$ cat src/occ_regs.svh
`ifndef OCC_REGS_SVH
`define OCC_REGS_SVH

// register byte offsets on the apb bus
`define OCC_CTRL_OFS 8'h00
`define OCC_PRI_OFS 8'h04
`define OCC_SEC_OFS 8'h08
`define OCC_STAT_OFS 8'h0c
`define OCC_TIME_OFS 8'h10
`define OCC_EVCNT_OFS 8'h14

// compare_channel_control field positions
`define OCC_IDLE_BIT 13
`define OCC_FLT_BIT 4
`define OCC_TSEL_BIT 3
`define OCC_MODE_MSB 2
`define OCC_MODE_LSB 0

// status register field positions
`define OCC_ST_PIN_BIT 0
`define OCC_ST_OE_BIT 1
`define OCC_ST_RUN_BIT 2
`define OCC_ST_FIN_BIT 3
`define OCC_ST_SEQ_LSB 4
`define OCC_ST_SEQ_MSB 5

// reset values
`define OCC_CTRL_RST 16'h0000
`define OCC_CMP_RST 16'h0000
`define OCC_EVCNT_RST 16'h0000
`define OCC_ZERO16 16'h0000

`endif

$ cat src/occ_pkg.sv
package occ_pkg;

    typedef enum logic [2:0] {
        OCC_MODE_OFF = 3'b000,
        OCC_MODE_RISE_SHOT = 3'b001,
        OCC_MODE_FALL_SHOT = 3'b010,
        OCC_MODE_TOGGLE = 3'b011,
        OCC_MODE_DELAY_SHOT = 3'b100,
        OCC_MODE_PULSES = 3'b101,
        OCC_MODE_PWM = 3'b110,
        OCC_MODE_PWM_FAULT = 3'b111
    } occ_mode_t;

    typedef enum logic [1:0] {
        OCC_SEQ_ARMED = 2'b00,
        OCC_SEQ_ACTIVE = 2'b01,
        OCC_SEQ_DONE = 2'b10
    } occ_seq_t;

endpackage

$ cat src/occ_channel.sv
// The APB interface to the registers and the register addresses were left to the implementer.
`timescale 1ns/1ps
`include "occ_regs.svh"
module occ_channel
    import occ_pkg::*;
(
    input wire logic core_clk,
    input wire logic rst,
    input wire logic psel,
    input wire logic penable,
    input wire logic pwrite,
    input wire logic [7:0] paddr,
    input wire logic [31:0] pwdata,
    output logic [31:0] prdata,
    output logic pready,
    output logic pslverr,
    input wire logic [15:0] second_timer_count,
    input wire logic second_timer_rollover,
    input wire logic [15:0] third_timer_count,
    input wire logic third_timer_rollover,
    input wire logic compare_fault_input,
    input wire logic cpu_idle,
    output logic compare_output_pin,
    output logic compare_output_enable,
    output logic compare_event
);

    function automatic logic is_pwm(input occ_mode_t m);
        is_pwm = (m == OCC_MODE_PWM) || (m == OCC_MODE_PWM_FAULT);
    endfunction

    function automatic logic nonzero(input logic [15:0] v);
        nonzero = (v != `OCC_ZERO16);
    endfunction

    // control and data registers
    logic idle_stop_r;
    logic tsel_r;
    occ_mode_t mode_r;
    logic fault_r;
    logic fault_nxt;
    logic [15:0] pri_r;
    logic [15:0] pri_nxt;
    logic [15:0] sec_r;
    logic [15:0] evcnt_r;
    logic [15:0] evcnt_nxt;
    logic init_r;

    // output stage and sequencing
    logic pin_r;
    logic pin_nxt;
    logic oe_r;
    logic evt_r;
    logic evt_nxt;
    occ_seq_t seq_r;
    occ_seq_t seq_nxt;
    logic eq_pri_prev_r;
    logic eq_sec_prev_r;
    logic flt_prev_r;

    // bus answer
    logic [31:0] prdata_r;
    logic pready_r;
    logic pslverr_r;

    // selected time base
    logic [15:0] tb_count;
    logic tb_rollover;
    logic eq_pri;
    logic eq_sec;
    logic flt_sync;

    occ_match u_match (
        .tsel(tsel_r),
        .second_timer_count(second_timer_count),
        .second_timer_rollover(second_timer_rollover),
        .third_timer_count(third_timer_count),
        .third_timer_rollover(third_timer_rollover),
        .cmp_pri(pri_r),
        .cmp_sec(sec_r),
        .count(tb_count),
        .rollover(tb_rollover),
        .eq_pri(eq_pri),
        .eq_sec(eq_sec)
    );

    // fault pin idles high; reset to high so release gives no false edge
    occ_sync #(
        .INIT(1'b1)
    ) u_flt_sync (
        .core_clk(core_clk),
        .rst(rst),
        .async_in(compare_fault_input),
        .sync_out(flt_sync)
    );

    // bus decode
    wire setup_ph = psel & ~penable;
    wire access_done = psel & penable & pready_r;
    wire wr_done = access_done & pwrite;
    wire sel_ctrl = (paddr == `OCC_CTRL_OFS);
    wire sel_pri = (paddr == `OCC_PRI_OFS);
    wire sel_sec = (paddr == `OCC_SEC_OFS);
    wire sel_stat = (paddr == `OCC_STAT_OFS);
    wire sel_time = (paddr == `OCC_TIME_OFS);
    wire sel_evcnt = (paddr == `OCC_EVCNT_OFS);
    wire addr_hit = sel_ctrl | sel_pri | sel_sec | sel_stat | sel_time
                    | sel_evcnt;
    wire wr_ctrl = wr_done & sel_ctrl;
    wire wr_pri = wr_done & sel_pri;
    wire wr_sec = wr_done & sel_sec;
    wire wr_evcnt = wr_done & sel_evcnt;

    // channel activity; halting gates matching, period reloads and fault edges, so the bus, the
    // status word and the init of a newly written mode still work
    // while the cpu idles, and software can reconfigure a halted channel
    wire halted = idle_stop_r & cpu_idle;
    wire run = (mode_r != OCC_MODE_OFF) & ~halted;

    // only bits 13, 4, 3 and 2:0 exist; the rest stay zero
    wire [15:0] ctrl_word = {2'b00, idle_stop_r, 8'h00, fault_r, tsel_r,
                             mode_r};
    wire [15:0] stat_word = {10'h000, seq_r, (seq_r == OCC_SEQ_DONE),
                             run, oe_r, pin_r};
    wire [31:0] rd_word = sel_ctrl ? {`OCC_ZERO16, ctrl_word} :
                          sel_pri ? {`OCC_ZERO16, pri_r} :
                          sel_sec ? {`OCC_ZERO16, sec_r} :
                          sel_stat ? {`OCC_ZERO16, stat_word} :
                          sel_time ? {`OCC_ZERO16, tb_count} :
                          sel_evcnt ? {`OCC_ZERO16, evcnt_r} :
                          32'h0000_0000;

    // a match counts once, on the cycle the count arrives at the value
    wire hit_pri = eq_pri & ~eq_pri_prev_r;
    wire hit_sec = eq_sec & ~eq_sec_prev_r;
    wire flt_fall = flt_prev_r & ~flt_sync;
    wire pwm_reload = run & is_pwm(mode_r) & tb_rollover;
    wire [2:0] new_mode = pwdata[`OCC_MODE_MSB:`OCC_MODE_LSB];

    // bus answer: one wait-free access phase, data captured at setup
    // capturing at setup keeps prdata still for the whole access cycle
    always_ff @(posedge core_clk or posedge rst) begin
        if (rst) begin
            prdata_r <= 32'h0000_0000;
            pready_r <= 1'b0;
            pslverr_r <= 1'b0;
        end else begin
            pready_r <= setup_ph;
            pslverr_r <= setup_ph & ~addr_hit;
            if (setup_ph) begin
                prdata_r <= rd_word;
            end
        end
    end

    // control register; a write re-enters the mode with its initial pin
    always_ff @(posedge core_clk or posedge rst) begin
        if (rst) begin
            idle_stop_r <= 1'b0;
            tsel_r <= 1'b0;
            mode_r <= OCC_MODE_OFF;
            init_r <= 1'b0;
        end else begin
            init_r <= wr_ctrl;
            if (wr_ctrl) begin
                idle_stop_r <= pwdata[`OCC_IDLE_BIT];
                tsel_r <= pwdata[`OCC_TSEL_BIT];
                mode_r <= occ_mode_t'(new_mode);
            end
        end
    end

    // duty reload at the period boundary; a bus write wins the same cycle
    always_comb begin
        pri_nxt = pri_r;
        if (wr_pri) begin
            pri_nxt = pwdata[15:0];
        end else if (pwm_reload) begin
            pri_nxt = sec_r;
        end
    end

    always_ff @(posedge core_clk or posedge rst) begin
        if (rst) begin
            pri_r <= `OCC_CMP_RST;
            sec_r <= `OCC_CMP_RST;
        end else begin
            pri_r <= pri_nxt;
            if (wr_sec) begin
                sec_r <= pwdata[15:0];
            end
        end
    end

    // pin sequencing per mode
    always_comb begin
        pin_nxt = pin_r;
        seq_nxt = seq_r;
        evt_nxt = 1'b0;
        if (init_r) begin
            seq_nxt = OCC_SEQ_ARMED;
            case (mode_r)
                OCC_MODE_OFF: pin_nxt = pin_r;
                OCC_MODE_RISE_SHOT: pin_nxt = 1'b0;
                OCC_MODE_FALL_SHOT: pin_nxt = 1'b1;
                OCC_MODE_TOGGLE: pin_nxt = pin_r;
                OCC_MODE_DELAY_SHOT: pin_nxt = 1'b0;
                OCC_MODE_PULSES: pin_nxt = 1'b0;
                OCC_MODE_PWM: pin_nxt = nonzero(pri_r);
                OCC_MODE_PWM_FAULT: pin_nxt = nonzero(pri_r);
                default: pin_nxt = 1'b0;
            endcase
        end else if (run) begin
            case (mode_r)
                OCC_MODE_RISE_SHOT: begin
                    if (hit_pri && seq_r == OCC_SEQ_ARMED) begin
                        pin_nxt = 1'b1;
                        evt_nxt = 1'b1;
                        seq_nxt = OCC_SEQ_DONE;
                    end
                end
                OCC_MODE_FALL_SHOT: begin
                    if (hit_pri && seq_r == OCC_SEQ_ARMED) begin
                        pin_nxt = 1'b0;
                        evt_nxt = 1'b1;
                        seq_nxt = OCC_SEQ_DONE;
                    end
                end
                OCC_MODE_TOGGLE: begin
                    if (hit_pri) begin
                        pin_nxt = ~pin_r;
                        evt_nxt = 1'b1;
                    end
                end
                OCC_MODE_DELAY_SHOT, OCC_MODE_PULSES: begin
                    // primary match starts the pulse, secondary ends it
                    if (seq_r == OCC_SEQ_ARMED && hit_pri) begin
                        pin_nxt = 1'b1;
                        seq_nxt = OCC_SEQ_ACTIVE;
                    end else if (seq_r == OCC_SEQ_ACTIVE && hit_sec) begin
                        pin_nxt = 1'b0;
                        evt_nxt = 1'b1;
                        seq_nxt = (mode_r == OCC_MODE_PULSES)
                                  ? OCC_SEQ_ARMED
                                  : OCC_SEQ_DONE;
                    end
                end
                OCC_MODE_PWM, OCC_MODE_PWM_FAULT: begin
                    // zero duty never raises the pin at the boundary
                    if (tb_rollover) begin
                        pin_nxt = nonzero(sec_r);
                    end else if (hit_pri) begin
                        pin_nxt = 1'b0;
                    end
                    // the fault force comes last so it beats the restart
                    if (mode_r == OCC_MODE_PWM_FAULT) begin
                        if (flt_fall) begin
                            evt_nxt = 1'b1;
                        end
                        if (flt_fall || fault_r) begin
                            pin_nxt = 1'b0;
                        end
                    end
                end
                default: begin
                    pin_nxt = pin_r;
                end
            endcase
        end
    end

    // fault latch: set by a fault edge in the running fault pwm mode, cleared only by a
    // control write, to any mode, made with the fault pin high again; a new edge always wins
    always_comb begin
        fault_nxt = fault_r;
        if (init_r && flt_sync) begin
            fault_nxt = 1'b0;
        end
        if (run && mode_r == OCC_MODE_PWM_FAULT && flt_fall) begin
            fault_nxt = 1'b1;
        end
    end

    // event counter: counts channel events, any write clears it
    // a clear and an event in one cycle leave a count of one
    always_comb begin
        evcnt_nxt = evcnt_r;
        if (wr_evcnt) begin
            evcnt_nxt = `OCC_EVCNT_RST;
        end
        if (evt_r) begin
            evcnt_nxt = wr_evcnt ? 16'h0001 : 16'(evcnt_r + 16'h0001);
        end
    end

    always_ff @(posedge core_clk or posedge rst) begin
        if (rst) begin
            pin_r <= 1'b0;
            oe_r <= 1'b0;
            evt_r <= 1'b0;
            seq_r <= OCC_SEQ_ARMED;
            fault_r <= 1'b0;
            evcnt_r <= `OCC_EVCNT_RST;
            eq_pri_prev_r <= 1'b0;
            eq_sec_prev_r <= 1'b0;
            flt_prev_r <= 1'b1;
        end else begin
            pin_r <= pin_nxt;
            oe_r <= (mode_r != OCC_MODE_OFF);
            evt_r <= evt_nxt;
            seq_r <= seq_nxt;
            fault_r <= fault_nxt;
            evcnt_r <= evcnt_nxt;
            // halted channel freezes its edge history too
            if (run) begin
                eq_pri_prev_r <= eq_pri;
                eq_sec_prev_r <= eq_sec;
                flt_prev_r <= flt_sync;
            end
        end
    end

    assign prdata = prdata_r;
    assign pready = pready_r;
    assign pslverr = pslverr_r;
    assign compare_output_pin = pin_r;
    assign compare_output_enable = oe_r;
    assign compare_event = evt_r;

endmodule

$ cat src/occ_match.sv
`timescale 1ns/1ps

// time base selection and equality against both compare registers
module occ_match (
    input wire logic tsel,
    input wire logic [15:0] second_timer_count,
    input wire logic second_timer_rollover,
    input wire logic [15:0] third_timer_count,
    input wire logic third_timer_rollover,
    input wire logic [15:0] cmp_pri,
    input wire logic [15:0] cmp_sec,
    output logic [15:0] count,
    output logic rollover,
    output logic eq_pri,
    output logic eq_sec
);
    assign count = tsel ? third_timer_count : second_timer_count;
    assign rollover = tsel ? third_timer_rollover
                           : second_timer_rollover;
    assign eq_pri = (count == cmp_pri);
    assign eq_sec = (count == cmp_sec);
endmodule

$ cat src/occ_sync.sv
`timescale 1ns/1ps

// two-flop synchroniser for a single pin level
module occ_sync #(
    parameter logic INIT = 1'b0
) (
    input wire logic core_clk,
    input wire logic rst,
    input wire logic async_in,
    output logic sync_out
);
    logic meta_r;

    always_ff @(posedge core_clk or posedge rst) begin
        if (rst) begin
            meta_r <= INIT;
            sync_out <= INIT;
        end else begin
            meta_r <= async_in;
            sync_out <= meta_r;
        end
    end
endmodule

$ cat config.mk
export PLATFORM = sky130hd
export DESIGN_NAME = occ_channel
export DESIGN_NICKNAME = d
export VERILOG_FILES = /design/src/occ_pkg.sv /design/src/occ_channel.sv /design/src/occ_match.sv /design/src/occ_sync.sv
export VERILOG_INCLUDE_DIRS = /design/src /design/src/src
export SDC_FILE = /design/constraint.sdc
export NUM_CORES = 1
export LEC_CHECK = 0
export BUFFER_PORTS_ARGS = -buffer_cell sky130_fd_sc_hd__buf_4
export CAP_MARGIN = 20
export CORE_MARGIN = 2
export CORE_UTILIZATION = 50
export CTS_CLUSTER_SIZE = 40
export DETAILED_ROUTE_END_ITERATION = 7
export GPL_TIMING_DRIVEN = 0
export HOLD_SLACK_MARGIN = 0.1
export PLACE_DENSITY_LB_ADDON = 0.3
export SYNTH_ARGS = -nofsm -noshare
export SYNTH_HDL_FRONTEND = slang
export SYNTH_SLANG_ARGS = --single-unit
$ cat constraint.sdc
create_clock -name core_clk -period 3.1 [get_ports core_clk]
set_clock_uncertainty 0.1 [all_clocks]
set_input_delay 0.155 -clock core_clk [delete_from_list [all_inputs] [get_ports core_clk]]
set_output_delay 0.155 -clock core_clk [all_outputs]
set_load 0.02 [all_outputs]
==> key figures, run 1 <==
Outcome
  – Status: finished clean

Worst setup path
  – Crit path DAT: 2.95 ns
  – Critical Path Sink Type: flop
  – CP required: 3.24 ns
  – Max FO, Critical Path: 10
  – CP cell instances: buf_6 -> buf_6 -> mux2i_4 -> xnor2_1 -> nor4_2 -> nand3_2 -> o41ai_2 -> o211ai_1 -> mux2_1
  – Critical-path top delay cell: o41ai_2
  – CP Class: reg2reg
  – Crit start category: flop
  – CP peak stage delay: 0.36 ns
  – Bufs and invs on worst path: 2
  – Cell family with most CP delay: multiplexers
  – Worst path most repeated cell: buf_6

Final layout
  – Commonest non-fill, non-tap cell in the layout: buf_4
  – Non-Filler Instances: 785
  – Share of layout cells above drive strength 1: 25.2%
  – ANT cells: 0
  – P&R area growth vs syn: 26.1%
  – Most frequent cells in the layout: 101 x buf_4, 80 x dfrtp_1, 70 x nand2_1, 41 x nor2_1, 35 x xnor2_1
  – Fin nets: 729
  – Core Util, Final: 64.5%

STA
  – Min cycle time layout: 2.81 ns
  – Final hold slack: 0.156 ns
  – Slew Viols, Final: 0
  – Fmax achieved: 356 MHz
  – Endpoints failing setup: 0
  – Final Cycle Share: 90.5%
  – Slew HR: 61.9%
  – Worst-Margin Slew: 0.556 ns
  – RSZ-0062 raised after global routing: false
  – Final Hold Fails: 0

Clock network
  – Clock Latency Late Sink: 0.35 ns
  – Clock Sinks: 83
  – Clock transition at path regs: 0.08 ns
  – CTS buffer count: 9
  – Root Buffer: clkbuf_8
  – CTS tree: built
  – Post-CTS Setup Bufs: 0
  – H-tree levels: 3
  – CTS Buffer Depth: 2

Floorplanning
  – Core area: 9730 µm²
  – Die area: 10800 µm²
  – Ports: 118
  – Row cnt: 36
  – Initial core utilization: 51.2%
  – Vert. Die Dim: 104 µm
  – Die outline width: 104 µm

Pwr
  – Leakage power: 2.78 nW
  – Maximum vdd ir drop: 0.000212 V
  – Pwr/cell area: 367 nW/µm²

Worst hold path
  – HP Class: in2reg

Synth
  – Synth Flop Type: dfrtp_1
  – Yosys Warn Count: 0
  – Post-synthesis cell area: 4980 µm²
  – Cells after Synth: 517
  – #FFs+latches synth: 83
  – Avg Inst Size Synth: 9.63 µm²
  – EDFF count, synth: 0
  – Sequential fraction of the synthesis area: 41.8%
  – Count of cell types in the netlist: 57
  – Asr flop ratio synth: 100%

GRT
  – Vias in the first global route: 4261
  – Largest net degree at the start of global routing: 52
  – GRT Util Overall: 25.7%
  – Remaining Overflow, GRT: 0
  – Initial antenna violation count: 0
  – First-pass GRT wire length: 22000 µm

Drt
  – Routed len/inst: 17.4 µm
  – Vias per cell: 5.61
  – Final WL: 13700 µm
  – Drt pass-1 iters: 5
  – Initial drt markers: 285
  – Detailed-route DRC error count: 0
  – Routed Antenna Nets: 0
  – Via Count: 4405

Place
  – Final GP Congestion: 0.923
  – # port buffers: 85
  – Hpwl dp: 10500 µm
  – Post-placement cell count: 751

Job
  – Max-cap violations: 0
==> per-stage QoR <==
stage	cell area (µm²)	TNS, ns	worst slack (ns)	power, W
finish	6280	0	0.294	0.00230
global route	6280	0	0.160	0.00238
CTS	6280	0	0.295	0.00231
detailed placement	5870	0	0.310	0.00142
global placement	5840	-15.95	-0.208	0.00141
floorplan	5030	0	0.707	0.00129
==> routing by layer <==
metal | wire length [µm] | up-vias | GRT usage, %
met1 | 6120 | 2124 | 35.6
met4 | 221 | 0 | 7.92
li1 | - | 2081 | -
met3 | 869 | 20 | 3.84
met2 | 6480 | 180 | 41.9
met5 | 0 | - | 0
==> cell usage after synthesis (6+ instances only) <==
library cell,instances,area share (%)
nor3_1,6,0.60
xor2_1,13,2.3
mux2_2,20,4.5
dfrtp_1,80,40
a21oi_1,6,0.60
nand2_1,70,5.3
o21ai_0,34,3.4
nor2_1,41,3.1
nand3_1,7,0.70
buf_4,16,2.4
a211oi_1,6,0.90
and3_1,7,0.88
clkbuf_1,20,1.5
a2bb2oi_1,9,1.6
nor4_1,13,1.6
a221oi_1,11,1.9
xnor2_1,35,6.2
inv_1,9,0.68
nand4_1,9,1.1
mux2i_1,27,5.4
==> cell type report <==
type | count | area [µm²]
buffer | 43 | 240
multi-input combinational | 395 | 2670
tap | 133 | 166
timing repair buffer | 104 | 846
clock buffer | 12 | 155
inverter | 11 | 43.8
sequential | 83 | 2080
clock inverter | 4 | 72.6
fill | 852 | 3450
==> logic make-up after synthesis <==
family,share of synthesized area (%)
muxes,13.0
DFF,41.8
and+or+nand+nor,18.1
AOI/OAI and AO/OA,12.4
buffers and inverters,5.66
other,0.0753
adders and majority gates,0.452
xor gates and xnor gates,8.45
==> state kept, by name, indices dropped and copies added, names as in the netlist, 2 cells and up <==
name     count
evcnt_r     16
mode_r       3
prdata      16
pri_r       16
sec_r       16
seq_r        2
==> path summary, 6_finish.rpt <==
check                                  start  slack [ns]  cells past startpoint                  end
setup / recovery                      tsel_r        0.29                      9   compare_output_pin
hold / removal                      paddr[1]        0.16                      3              pslverr
setup reg to reg                      tsel_r        0.29                      9   compare_output_pin
hold reg to reg            u_flt_sync.meta_r        0.26                      0  u_flt_sync.sync_out
max in group asynchronous                rst        2.00                      4           flt_prev_r
min in group asynchronous                rst        0.27                      3               pready
==> where the power goes <==
| part | leakage (nW) | switching (W) | internal [W] |
|---|---|---|---|
| clock network | 0.113 | 0.000383 | 0.000497 |
| registers | 1.04 | 0.0000139 | 0.00110 |
| logic | 1.63 | 0.000155 | 0.000150 |
| total | 2.78 | 0.000552 | 0.00175 |
==> repair_timing <==
action	4_1_cts	5_1_grt
hold buffers	18	0
endpoints found under the hold margin	70	0
gates resized for setup	0	0
==> worst register-to-register path: cells and delay by family, from the launching register on <==
family,cells,cell delay [ns]
mux,2,0.67
simple gates,2,0.52
compound gates,2,0.51
buf+inv,2,0.43
flops,1,0.35
xor+xnor,1,0.12
Power figures use the tool's default switching activity.
==> run 2: changes to the inputs <==
Settings changed: REMOVE_ABC_BUFFERS set to 1.
==> run 2 against run 1 <==
Net effect: routed wire length decreased by 4.4%; first-iteration DRC count rose by 30%; hold slack got worse by 0.0021 ns; clock power grew 6.1%; setup slack got worse by 0.21 ns; maximum frequency decreased by 6.9%; die area stayed put; critical path type unchanged.
==> key figures, run 2 (same netlist as run 1, synthesis figures left out) <==
Outcome
  – Status: finished clean (unchanged)

Floorplanning
  – Die area: 10800 µm² (unchanged)
  – Row cnt: 36 (unchanged)
  – Initial core utilization: 51.2% (unchanged)
  – Core area: 9730 µm² (unchanged)
  – Vert. Die Dim: 104 µm (unchanged)
  – Ports: 118 (unchanged)
  – Die outline width: 104 µm (unchanged)

STA
  – RSZ-0062 raised after global routing: false (unchanged)
  – Slew Viols, Final: 0 (unchanged)
  – Endpoints failing setup: 0 (unchanged)
  – Min cycle time layout: 3.01 ns (was 2.81 ns)
  – Final Hold Fails: 0 (unchanged)
  – Final hold slack: 0.153 ns (was 0.156 ns)
  – Fmax achieved: 332 MHz (was 356 MHz)
  – Slew HR: 34.3% (was 61.9%)
  – Final worst setup slack: 0.0852 ns (was 0.294 ns)
  – Final Cycle Share: 97.3% (was 90.5%)
  – Worst-Margin Slew: 0.985 ns (was 0.556 ns)
  – Setup TNS Final: 0 ns (unchanged)

Final layout
  – Area taken by flip-flops and latches: 2080 µm² (about the same)
  – P&R area growth vs syn: 22.9% (was 26.1%)
  – ANT cells: 0 (unchanged)
  – Area taken by multi-input logic gates: 2690 µm² (was 2670 µm²)
  – Share of layout cells above drive strength 1: 24.2% (was 25.2%)
  – Commonest non-fill, non-tap cell in the layout: buf_4 (unchanged)
  – Core Util, Final: 62.9% (was 64.5%)
  – Most frequent cells in the layout: 86 x buf_4, 79 x dfrtp_1, 70 x nand2_1, 41 x nor2_1, 35 x xnor2_1 (was 101 x buf_4, 80 x dfrtp_1, 70 x nand2_1, 41 x nor2_1, 35 x xnor2_1)
  – Fillers: 844 (was 852)
  – Non-Filler Instances: 745 (was 785)
  – Fin nets: 689 (was 729)

Worst setup path
  – Critical Path Sink Type: flop (unchanged)
  – Crit start category: flop (unchanged)
  – Max FO, Critical Path: 10 (unchanged)
  – CP Class: reg2reg (unchanged)
  – CP required: 3.23 ns (was 3.24 ns)
  – Crit path DAT: 3.14 ns (was 2.95 ns)

Drt
  – Routed Antenna Nets: 0 (unchanged)
  – Routed len/inst: 17.6 µm (was 17.4 µm)
  – Detailed-route DRC error count: 0 (unchanged)
  – Drt pass-1 iters: 5 (unchanged)
  – Vias per cell: 5.66 (was 5.61)
  – Initial drt markers: 370 (was 285)
  – Via Count: 4213 (was 4405)
  – Final WL: 13100 µm (was 13700 µm)

Place
  – Post-placement cell count: 710 (was 751)
  – Place WS: -0.280 ns (was 0.310 ns)
  – # port buffers: 85 (unchanged)
  – Final GP Congestion: 0.911 (was 0.923)
  – Hpwl dp: 9600 µm (was 10500 µm)

GRT
  – Vias in the first global route: 3999 (was 4261)
  – Largest net degree at the start of global routing: 76 (was 52)
  – Initial antenna violation count: 0 (unchanged)
  – GRT Util Overall: 24.4% (was 25.7%)
  – First-pass GRT wire length: 20900 µm (was 22000 µm)
  – Remaining Overflow, GRT: 0 (unchanged)

Pwr
  – Maximum vdd ir drop: 0.000261 V (was 0.000212 V)
  – Leakage power: 2.67 nW (was 2.78 nW)
  – Pwr/cell area: 382 nW/µm² (was 367 nW/µm²)

Worst hold path
  – HP Class: in2async (was in2reg)

Clock network
  – CTS Buffer Depth: 2 (unchanged)
  – Clock Latency Late Sink: 0.35 ns (about the same)
  – Root Buffer: clkbuf_8 (unchanged)
  – CTS tree: built (unchanged)
  – Clock Sinks: 83 (unchanged)
  – Clock transition at path regs: 0.08 ns (about the same)
  – CTS buffer count: 9 (unchanged)
  – H-tree levels: 3 (unchanged)

Job
  – Max-cap violations: 0 (unchanged)
[run 2: what timing repair did]
item                                    in CTS  in global routing
endpoints found under the setup margin       2                 17
pin swaps                                    0                  1
setup buffers                                0                  1
hold endpoints to repair                   121                  0
hold buffers                                18                  0
gates resized for setup                      2                  3
[run 2: layer usage]
metal | routed length [µm] | vias to the layer above | GRT usage, % | share of wire, %
met1 | 5760 | 2026 | 34.6 | 44
met3 | 826 | 22 | 3.15 | 6.3
li1 | - | 1990 | - | -
met5 | 0 | - | 0 | 0
met4 | 276 | 0 | 7.14 | 2.1
met2 | 6230 | 175 | 39.5 | 48
[run 2: power breakdown]
part | leakage, nW | switching (W) | internal (W)
Clock | 0.117 | 0.000376 | 0.000558
Combinational | 1.52 | 0.000149 | 0.000135
Sequential | 1.04 | 0.0000149 | 0.00110
[run 2: path summary, 6_finish.rpt]
path / from / to / slack [ns] / depth (start not counted)
max in group asynchronous: rst / tsel_r / 2.11 / 4
max reg2reg: tsel_r / compare_output_pin / 0.09 / 8
max: tsel_r / compare_output_pin / 0.09 / 8
min in group core_clk: paddr[0] / pslverr / 0.16 / 3
min: rst / seq_r[0] / 0.15 / 3
min reg2reg: u_flt_sync.meta_r / u_flt_sync.sync_out / 0.26 / 0
[run 2: through the flow]
| step | power (W) | area (µm²) |
|---|---|---|
| floorplan | 0.00127 | 4790 |
| global placement | 0.00139 | 5600 |
| detailed placement | 0.00140 | 5670 |
| CTS | 0.00235 | 6090 |
| global route | 0.00242 | 6120 |
| finish | 0.00234 | 6120 |
[run 2: area by class of cell]
type	count	share of cell area, %
Inverter	11	0.716
Clock inverter	4	1.60
Clock buffer	12	2.37
Sequential cell	83	34.1
Multi-Input combinational cell	395	43.9
Tap cell	133	2.72
Timing Repair Buffer	107	14.6
[run 2: critical path, stage by stage (launching register included)]
cell      delay [ns]
dfrtp_4         0.59
buf_16          0.20
mux2i_1         0.43
xnor2_1         0.14
nor4_2          0.33
nand3_2         0.22
nor4_2          0.34
o211ai_1        0.17
mux2_1          0.34
